[config.mk]
export PLATFORM = sky130hd
export DESIGN_NAME = serial_control_port
export DESIGN_NICKNAME = d
export VERILOG_FILES = /design/src/bit_sync.v /design/src/serial_control_port.v /design/src/shadow_bank.v
export VERILOG_INCLUDE_DIRS = /design/src
export SDC_FILE = /design/constraint.sdc
export NUM_CORES = 1
export LEC_CHECK = 0
export ABC_AREA = 1
export ABC_CLOCK_PERIOD_IN_PS = 5120
export CAP_MARGIN = 25
export CORE_MARGIN = 2
export CORE_UTILIZATION = 27
export CTS_BUF_LIST = sky130_fd_sc_hd__clkbuf_4
export DETAILED_ROUTE_END_ITERATION = 16
export DONT_BUFFER_PORTS = 1
export HOLD_SLACK_MARGIN = 0.03
export PLACE_DENSITY_LB_ADDON = 0.08
export SYNTH_ARGS = -nofsm -noshare
export SYNTH_HDL_FRONTEND = slang
export SYNTH_HIERARCHICAL = 1
export SYNTH_SLANG_ARGS = --single-unit
[constraint.sdc]
create_clock -name ref_clk -period 5.12 [get_ports ref_clk]
set_input_delay 0.256 -clock ref_clk [delete_from_list [all_inputs] [get_ports ref_clk]]
set_output_delay 0.256 -clock ref_clk [all_outputs]
set_load 0.03 [all_outputs]
[src/serial_control_port_regs.vh]
// register offsets, field positions, reset values and identity for the serial control port
`ifndef SERIAL_CONTROL_PORT_REGS_VH
`define SERIAL_CONTROL_PORT_REGS_VH

`define ADDR_W 13
`define ADDR_CONFIG 13'h0000
`define ADDR_ID_LO 13'h0002
`define ADDR_ID_HI 13'h0003
`define ADDR_READ_OPT 13'h0004
`define ADDR_UPDATE 13'h0005
`define ADDR_LIVE_BASE 13'h0010
`define ADDR_BUF_BASE 13'h01A0
`define ADDR_MAP_TOP 13'h0509

`define CFG_SPLIT_BIT 0
`define CFG_LSB_FIRST_BIT 6
`define READ_OPT_BUF_BIT 0
`define UPDATE_BIT 0

`define LIVE_BYTES 4
`define BUF_BYTES 16

// identity value is arbitrary
`define PART_ID 16'h5AC3

`define CONFIG_RESET 8'h00
`define BYTE_RESET 8'h00

`define LEN_STREAM 2'h3

`endif

[src/bit_sync.v]
// two flip-flop synchroniser for one level from outside the clock domain
`timescale 1ns/10ps
module bit_sync #(
  parameter RESET_VAL = 1'b0
) (
  input wire ref_clk,
  input wire arst_n,
  input wire din,
  output reg dout
);
  reg stage1;

  always @(posedge ref_clk or negedge arst_n) begin
    if (!arst_n) begin
      stage1 <= RESET_VAL;
      dout <= RESET_VAL;
    end else begin
      stage1 <= din;
      dout <= stage1;
    end
  end
endmodule

[src/serial_control_port.v]
// serial register-access port: instruction decode, byte transfer, register file
`timescale 1ns/10ps
`include "serial_control_port_regs.vh"
module serial_control_port (
  input wire ref_clk,
  input wire arst_n,
  input wire sclk,
  input wire select_n,
  input wire sdioIn,
  output reg sdioOut,
  output wire sdioOe_n,
  output reg data_out_pin,
  output wire dataOutOe_n,
  input wire update_strobe_pin,
  output reg split_data_enable,
  output reg lsbFirst,
  output reg [8*`LIVE_BYTES-1:0] liveRegs,
  output wire [8*`BUF_BYTES-1:0] tuneActive
);
  localparam ST_INSTR = 3'b001;
  localparam ST_DATA = 3'b010;
  localparam ST_DONE = 3'b100;

  wire sclkSync;
  wire selSync;
  wire sdiSync;
  wire updSync;
  reg sclkPrev;
  reg selPrev;
  reg updPrev;

  // all sampling runs on ref_clk, the system clock of the port
  bit_sync #(.RESET_VAL(1'b0)) syncSclk (
    .ref_clk(ref_clk),
    .arst_n(arst_n),
    .din(sclk),
    .dout(sclkSync)
  );
  bit_sync #(.RESET_VAL(1'b1)) syncSel (
    .ref_clk(ref_clk),
    .arst_n(arst_n),
    .din(select_n),
    .dout(selSync)
  );
  bit_sync #(.RESET_VAL(1'b0)) syncSdi (
    .ref_clk(ref_clk),
    .arst_n(arst_n),
    .din(sdioIn),
    .dout(sdiSync)
  );
  bit_sync #(.RESET_VAL(1'b0)) syncUpd (
    .ref_clk(ref_clk),
    .arst_n(arst_n),
    .din(update_strobe_pin),
    .dout(updSync)
  );

  always @(posedge ref_clk or negedge arst_n) begin
    if (!arst_n) begin
      sclkPrev <= 1'b0;
      selPrev <= 1'b1;
      updPrev <= 1'b0;
    end else begin
      sclkPrev <= sclkSync;
      selPrev <= selSync;
      updPrev <= updSync;
    end
  end

  // each serial clock phase must last at least one system clock or an edge is missed
  // serial clock edges only count inside a frame
  wire sclkRise = sclkSync & ~sclkPrev & ~selSync;
  wire sclkFall = ~sclkSync & sclkPrev & ~selSync;
  wire selRise = selSync & ~selPrev;
  wire updToggle = updSync ^ updPrev;

  reg [2:0] state;
  reg [2:0] bitCnt;
  reg instrHi;
  reg [15:0] instrSh;
  reg [7:0] dataSh;
  reg [7:0] outSh;
  reg isRead;
  reg stream;
  reg [1:0] bytesLeft;
  reg [`ADDR_W-1:0] addr;
  reg wrStb;
  reg [`ADDR_W-1:0] wrAddr;
  reg [7:0] wrData;
  reg readBuffered;
  reg lsbShadow;
  reg updateReq;

  // msb-first shifts left, lsb-first shifts right
  wire [15:0] next_instr = lsbFirst ? {sdiSync, instrSh[15:1]} : {instrSh[14:0], sdiSync};
  wire [7:0] next_data = lsbFirst ? {sdiSync, dataSh[7:1]} : {dataSh[6:0], sdiSync};
  wire [`ADDR_W-1:0] next_addr = lsbFirst ? addr + 13'h0001 : addr - 13'h0001;

  // read path
  wire [7:0] bankRd;
  wire [`ADDR_W-1:0] bufOff = addr - `ADDR_BUF_BASE;
  wire [`ADDR_W-1:0] liveOff = addr - `ADDR_LIVE_BASE;
  wire inBuf = (addr >= `ADDR_BUF_BASE) && (addr < `ADDR_BUF_BASE + `BUF_BYTES);
  wire inLive = (addr >= `ADDR_LIVE_BASE) && (addr < `ADDR_LIVE_BASE + `LIVE_BYTES);
  reg [7:0] rdByte;
  // identity bytes are fixed and ignore writes
  wire [15:0] partId = `PART_ID;

  always @* begin
    rdByte = 8'h00;
    if (addr <= `ADDR_MAP_TOP) begin
      if (addr == `ADDR_CONFIG) begin
        rdByte[`CFG_SPLIT_BIT] = split_data_enable;
        rdByte[`CFG_LSB_FIRST_BIT] = readBuffered ? lsbShadow : lsbFirst;
      end else if (addr == `ADDR_ID_LO) begin
        rdByte = partId[7:0];
      end else if (addr == `ADDR_ID_HI) begin
        rdByte = partId[15:8];
      end else if (addr == `ADDR_READ_OPT) begin
        rdByte[`READ_OPT_BUF_BIT] = readBuffered;
      end else if (inLive) begin
        rdByte = liveRegs[8*liveOff[1:0] +: 8];
      end else if (inBuf) begin
        rdByte = bankRd;
      end
    end
  end

  // serial protocol engine
  always @(posedge ref_clk or negedge arst_n) begin
    if (!arst_n) begin
      state <= ST_INSTR;
      bitCnt <= 3'h0;
      instrHi <= 1'b0;
      instrSh <= 16'h0000;
      dataSh <= 8'h00;
      isRead <= 1'b0;
      stream <= 1'b0;
      bytesLeft <= 2'h0;
      addr <= 13'h0000;
      wrStb <= 1'b0;
      wrAddr <= 13'h0000;
      wrData <= 8'h00;
    end else begin
      wrStb <= 1'b0;
      if (selRise) begin
        if (bitCnt != 3'h0) begin
          // off-boundary rise: drop partial byte, await new instruction
          state <= ST_INSTR;
          instrHi <= 1'b0;
          bitCnt <= 3'h0;
        end else if (state == ST_DONE || (state == ST_DATA && stream)) begin
          state <= ST_INSTR;
          instrHi <= 1'b0;
        end
        // otherwise on a boundary in the instruction phase or a short transfer's data phase: stall and hold position
      end else if (sclkRise) begin
        bitCnt <= bitCnt + 3'h1;
        case (state)
          ST_INSTR: begin
            instrSh <= next_instr;
            if (bitCnt == 3'h7) begin
              instrHi <= 1'b1;
              if (instrHi) begin
                // flag, length code, start address
                state <= ST_DATA;
                isRead <= next_instr[15];
                stream <= (next_instr[14:13] == `LEN_STREAM);
                bytesLeft <= next_instr[14:13];
                addr <= next_instr[12:0];
              end
            end
          end
          ST_DATA: begin
            dataSh <= next_data;
            if (bitCnt == 3'h7) begin
              if (!isRead) begin
                wrStb <= 1'b1; // full byte only
                wrAddr <= addr;
                wrData <= next_data;
              end
              addr <= next_addr;
              if (!stream) begin
                if (bytesLeft == 2'h0) begin
                  state <= ST_DONE;
                end else begin
                  bytesLeft <= bytesLeft - 2'h1;
                end
              end
            end
          end
          ST_DONE: begin
            bitCnt <= 3'h0;
          end
          default: begin
            state <= ST_INSTR;
          end
        endcase
      end
    end
  end

  // read shifter: launch on the falling serial clock, bit stands until the next fall
  wire launchRead = sclkFall & (state == ST_DATA) & isRead;
  wire [7:0] launchSrc = (bitCnt == 3'h0) ? rdByte : outSh;
  wire launchBit = lsbFirst ? launchSrc[0] : launchSrc[7];
  wire [7:0] next_out = lsbFirst ? {1'b0, launchSrc[7:1]} : {launchSrc[6:0], 1'b0};

  always @(posedge ref_clk or negedge arst_n) begin
    if (!arst_n) begin
      outSh <= 8'h00;
      sdioOut <= 1'b0;
      data_out_pin <= 1'b0;
    end else if (launchRead) begin
      // a fresh byte loads at each boundary
      outSh <= next_out;
      sdioOut <= launchBit;
      data_out_pin <= launchBit;
    end
  end

  // pins released while deselected; read data steered by split mode
  // raw select_n releases the pins at once, ahead of the synchroniser delay
  wire driving = ~selSync & ~select_n & (state == ST_DATA) & isRead;
  assign sdioOe_n = ~(driving & ~split_data_enable);
  assign dataOutOe_n = ~(driving & split_data_enable);

  // register writes
  wire wrInMap = wrStb && (wrAddr <= `ADDR_MAP_TOP);
  wire [`ADDR_W-1:0] wrBufOff = wrAddr - `ADDR_BUF_BASE;
  wire [`ADDR_W-1:0] wrLiveOff = wrAddr - `ADDR_LIVE_BASE;
  wire wrBuf = wrInMap && (wrAddr >= `ADDR_BUF_BASE) && (wrAddr < `ADDR_BUF_BASE + `BUF_BYTES);
  wire wrLive = wrInMap && (wrAddr >= `ADDR_LIVE_BASE) && (wrAddr < `ADDR_LIVE_BASE + `LIVE_BYTES);
  wire commit = updToggle | updateReq;

  always @(posedge ref_clk or negedge arst_n) begin
    if (!arst_n) begin
      split_data_enable <= 1'b0;
      lsbShadow <= 1'b0;
      lsbFirst <= 1'b0;
      readBuffered <= 1'b0;
      updateReq <= 1'b0;
      liveRegs <= {`LIVE_BYTES{`BYTE_RESET}};
    end else begin
      updateReq <= 1'b0;
      if (commit) begin
        lsbFirst <= lsbShadow;
      end
      if (wrInMap) begin
        // id bytes and unmapped addresses have no write case
        if (wrAddr == `ADDR_CONFIG) begin
          split_data_enable <= wrData[`CFG_SPLIT_BIT];
          lsbShadow <= wrData[`CFG_LSB_FIRST_BIT];
        end else if (wrAddr == `ADDR_READ_OPT) begin
          readBuffered <= wrData[`READ_OPT_BUF_BIT];
        end else if (wrAddr == `ADDR_UPDATE) begin
          updateReq <= wrData[`UPDATE_BIT]; // self clearing
        end else if (wrLive) begin
          liveRegs[8*wrLiveOff[1:0] +: 8] <= wrData;
        end
      end
    end
  end

  shadow_bank tuneBank (
    .ref_clk(ref_clk),
    .arst_n(arst_n),
    .wrEn(wrBuf),
    .wrIdx(wrBufOff[3:0]),
    .wrData(wrData),
    .commit(commit),
    .rdIdx(bufOff[3:0]),
    .rdShadow(readBuffered),
    .rdData(bankRd),
    .activeFlat(tuneActive)
  );
endmodule

[src/shadow_bank.v]
// buffered byte bank: shadow copy written serially, active copy loaded on update
`timescale 1ns/10ps
`include "serial_control_port_regs.vh"
module shadow_bank (
  input wire ref_clk,
  input wire arst_n,
  input wire wrEn,
  input wire [3:0] wrIdx,
  input wire [7:0] wrData,
  input wire commit,
  input wire [3:0] rdIdx,
  input wire rdShadow,
  output wire [7:0] rdData,
  output reg [8*`BUF_BYTES-1:0] activeFlat
);
  reg [7:0] shadow [0:`BUF_BYTES-1];
  integer i;
  integer j;

  always @(posedge ref_clk or negedge arst_n) begin
    if (!arst_n) begin
      for (i = 0; i < `BUF_BYTES; i = i + 1) begin
        shadow[i] <= `BYTE_RESET;
      end
    end else if (wrEn) begin
      shadow[wrIdx] <= wrData;
    end
  end

  // all pending bytes move to the active copy together
  always @(posedge ref_clk or negedge arst_n) begin
    if (!arst_n) begin
      activeFlat <= {`BUF_BYTES{`BYTE_RESET}};
    end else if (commit) begin
      for (j = 0; j < `BUF_BYTES; j = j + 1) begin
        activeFlat[8*j +: 8] <= shadow[j];
      end
    end
  end

  assign rdData = rdShadow ? shadow[rdIdx] : activeFlat[8*rdIdx +: 8];
endmodule

==> out/qor.csv <==
metric;value;unit
status;finished, violations left;
violations in the final reports;negative hold slack;
overall power consumption;6.33;mW
post-synthesis sequential element count;383;
Skew-Pair Late Insertion Delay;920;ps
Finished Cell Area;21700;sq um
sequential cell area in the final layout;9590;sq um
global router's overall resource usage;19.2;%
routed via count;16200;
Critical Setup Path Class;flip-flop to flip-flop;
setup_tns;0;ps
Worst R2R End;tuneBank/shadow[84];
drt drc;0;
series of cell instances along the critical path;ha_1 -> inv_1 -> nor3_1 -> nand2_1 -> nand3_2 -> nand2_2 -> nand2_4 -> nand2_1 -> nor4_2 -> inv_2 -> nor3_4 -> inv_2 -> nor3_4 -> nor2_1 -> a21oi_1;
CTS tree;done;
number of antenna violations at the first check in global routing;2;
Leakage;10.3;nW
highest attainable clock frequency;270;MHz
number of resized instances in the post-cts repair step;0;
dominant synthesized flop cell;dfrtp_1;
power per standard cell area;291;nW/um^2
final weighted congestion in routability-driven placement;0.882;
Max clock buf depth;3;
Post-DRT Antenna Nets;0;
startpoint type of the worst setup path;flip-flop;
DIE WIDTH;272;microns
Pre-Repair DR Iteration Count;5;
die area;73700;sq um
cell at the root of the clock tree;clkbuf_4;
I/O pin count;172;
number of setup buffers added after CTS;0;
unrepaired setup endpoints after global routing;no;
worst-case headroom to the max-slew limit;30.6;%
signed area change from the synthesized netlist to the final layout;12.4;%
setup skew after layout;91.0;ps
final worst hold slack;-934;ps
FF-to-FF path depth;15;
site row count;98;
required time of the critical path;5890;ps
slack of the critical path;1410;ps
cell area after technology mapping;19300;sq um
Syn Area/Cell;8.23;sq um
worst r2r src;wrAddr[0];
number of warnings reported in the yosys synthesis log;6;
worst hold path class;input pin to asynchronous set/reset pin;
setup-violating endpoint count in the final report;0;
Synth Net Count;2374;
Final Cycle Share;72.5;%
DR iter-0 viols;1084;
Nets;2398;
cell family with most CP delay;simple AND/OR/NAND/NOR gates;
Worst EP arrival;4480;ps
core area;71100;sq um
y dimension of the die;272;microns
EDFF count, synth;0;
count of hold-fix buffers inserted at cts;8;
pin count of the biggest net entering global routing;384;
number of hold violations in the final report;383;
critical path buffer and inverter count;3;
sum of net half-perimeters after detailed placement;47700;microns
area of the multi-input gates;8640;sq um
effective utilization at floorplan;27.2;%
sum of overflow across all layers after global routing;0;
slew at the pin closest to its max-slew limit;1040;ps
vias in the first global route;16000;
Clock transition at path regs;60;ps
H-tree levels;3;
final period demand of the worst path;3710;ps
CP max stage cell;nor4_2;
Syn Inst Count;2347;
number of filler instances in the final layout;7754;
Max-Cap Viols;0;
Post-synth ARST share;100;%
wire length of the first global-routing pass;106000;microns
worst reg-to-reg setup slack;1410;ps
unique cell type count in the Yosys netlist;48;
wire per inst;20.7;microns
Placed Instance Area;20200;sq um
sequential area share after synthesis;49.6;%
DP Worst Slack;1400;ps
number of pins with negative max-slew slack in the final report;0;
maximum vdd ir drop;0.162;mV
Crit. End Element;flip-flop;
longest individual stage delay on the worst path;690;ps
biggest fanout along the worst timing path;16;
layout cell share with drive strength beyond 1;16.2;%
total of buffers placed on input and output ports;0;
clock tree sinks;383;
final wirelength;70600;microns
number of buffers created by CTS;117;
vias per std cell;4.74;
## worst max path at each step
| stage | slack [ps] | end | cells after the start | start |
|---|---|---|---|---|
| after floorplan | 2450 | tuneBank/shadow[86] | 18 | wrAddr[1] |
| after global placement | 1410 | tuneBank/shadow[84] | 14 | wrAddr[0] |
| after detailed placement | 1400 | tuneBank/shadow[85] | 14 | wrAddr[0] |
| after CTS | 1360 | tuneBank/shadow[81] | 14 | wrAddr[0] |
| after global routing | 950 | tuneBank/shadow[84] | 15 | wrAddr[0] |
| final | 1410 | tuneBank/shadow[84] | 15 | wrAddr[0] |
## logic make-up (layout without fill, tap and decap cells)
kind of cell / count (synthesis) / count (layout) / share of synthesized area [%]
flops: 383 / 383 / 49.6
other cells: 0 / 6 / 0
simple gates: 1267 / 1267 / 28.3
buf+inv: 267 / 371 / 5.78
compound gates: 281 / 281 / 7.55
fa+ha+maj: 21 / 21 / 1.40
mux: 122 / 122 / 7.11
xor+xnor: 6 / 6 / 0.272
## synth_stat cells, types with 9 or more instances
library cell,count,area share [%]
a21oi_1,76,2.0
buf_2,52,1.3
buf_4,9,0.35
clkbuf_1,47,0.91
dfrtp_1,379,49
ha_1,20,1.3
inv_1,125,2.4
inv_2,22,0.43
mux2_2,122,7.1
nand2_1,775,15
nand3_1,254,6.6
nand4_1,21,0.68
nor2_1,155,3.0
nor2_4,12,0.70
o21ai_0,170,4.4
o21ai_1,14,0.36
## per-layer routing
layer,track usage (%),wire [microns],vias up
li1,-,-,7798
met5,0,0,-
met4,8.63,3110,0
met3,4.32,3820,141
met2,29.9,31900,422
met1,25.3,31800,7789
## power by group
group | internal, mW | total, mW | switching, mW
Clock | 1.57 | 2.98 | 1.42
Combinational | 0.0782 | 0.231 | 0.153
Sequential | 3.07 | 3.12 | 0.0446
Total | 4.71 | 6.33 | 1.61
## placed cells by master, fill, tap and decap left out, types with 2 or more instances in the layout
master         netlist  routed
buf_12               0       4
nand3_2              4       4
nor2_4              12      12
inv_2               22      22
diode_2              0       6
nand4_1             21      21
nor3_4               3       4
buf_4                9      10
nor4_1               5       4
mux2_2             122     122
o221ai_1             6       6
ha_1                20      20
clkinv_1             1      20
nand2_4              5       5
nand2_2              4       4
xor2_1               3       3
nor3_2               4       3
a31oi_1              3       3
inv_1              125     124
clkinv_4             0       2
dlygate4sd3_1        0       8
or2_2                4       4
nor2_2               8       8
a21oi_1             76      76
nor2_1             155     155
nand3_1            254     254
nor3_1               8       8
dfstp_2              4       4
clkbuf_4             0     171
o21ai_1             14      14
clkinv_2             0       4
xnor2_1              3       3
o21ai_0            170     169
o211ai_1             2       2
nand2_1            775     775
o22ai_1              4       4
dfrtp_1            379     377
## layout make-up
class / count / area share, %
antenna: 6 / 0.0691
inverter: 148 / 2.57
tap: 950 / 5.47
timing repair buffer: 24 / 1.28
clock inverter: 28 / 0.754
clock buffer: 171 / 5.91
multi-input combinational: 1697 / 39.8
sequential: 383 / 44.2
## state kept, by name, summed over array words and instances, names as in the netlist, 2 cells and up
| register | flops |
|---|---|
| liveRegs | 32 |
| addr | 13 |
| state | 3 |
| tuneBank/shadow | 128 |
| bytesLeft | 2 |
| outSh | 8 |
| wrData | 8 |
| dataSh | 8 |
| wrAddr | 13 |
| bitCnt | 3 |
| tuneBank/activeFlat | 128 |
| instrSh | 16 |
## through the flow
| stage | utilization (%) | instances |
|---|---|---|
| 3_5_place_dp | 28.4 | 3193 |
| 2_1_floorplan | - | 2347 |
| 4_1_cts | 30.5 | 3400 |
| 3_3_place_gp | 28.3 | 3191 |
| 6_report | 30.5 | 3407 |
| 5_1_grt | 30.5 | 3405 |
Power figures use the tool's default switching activity.
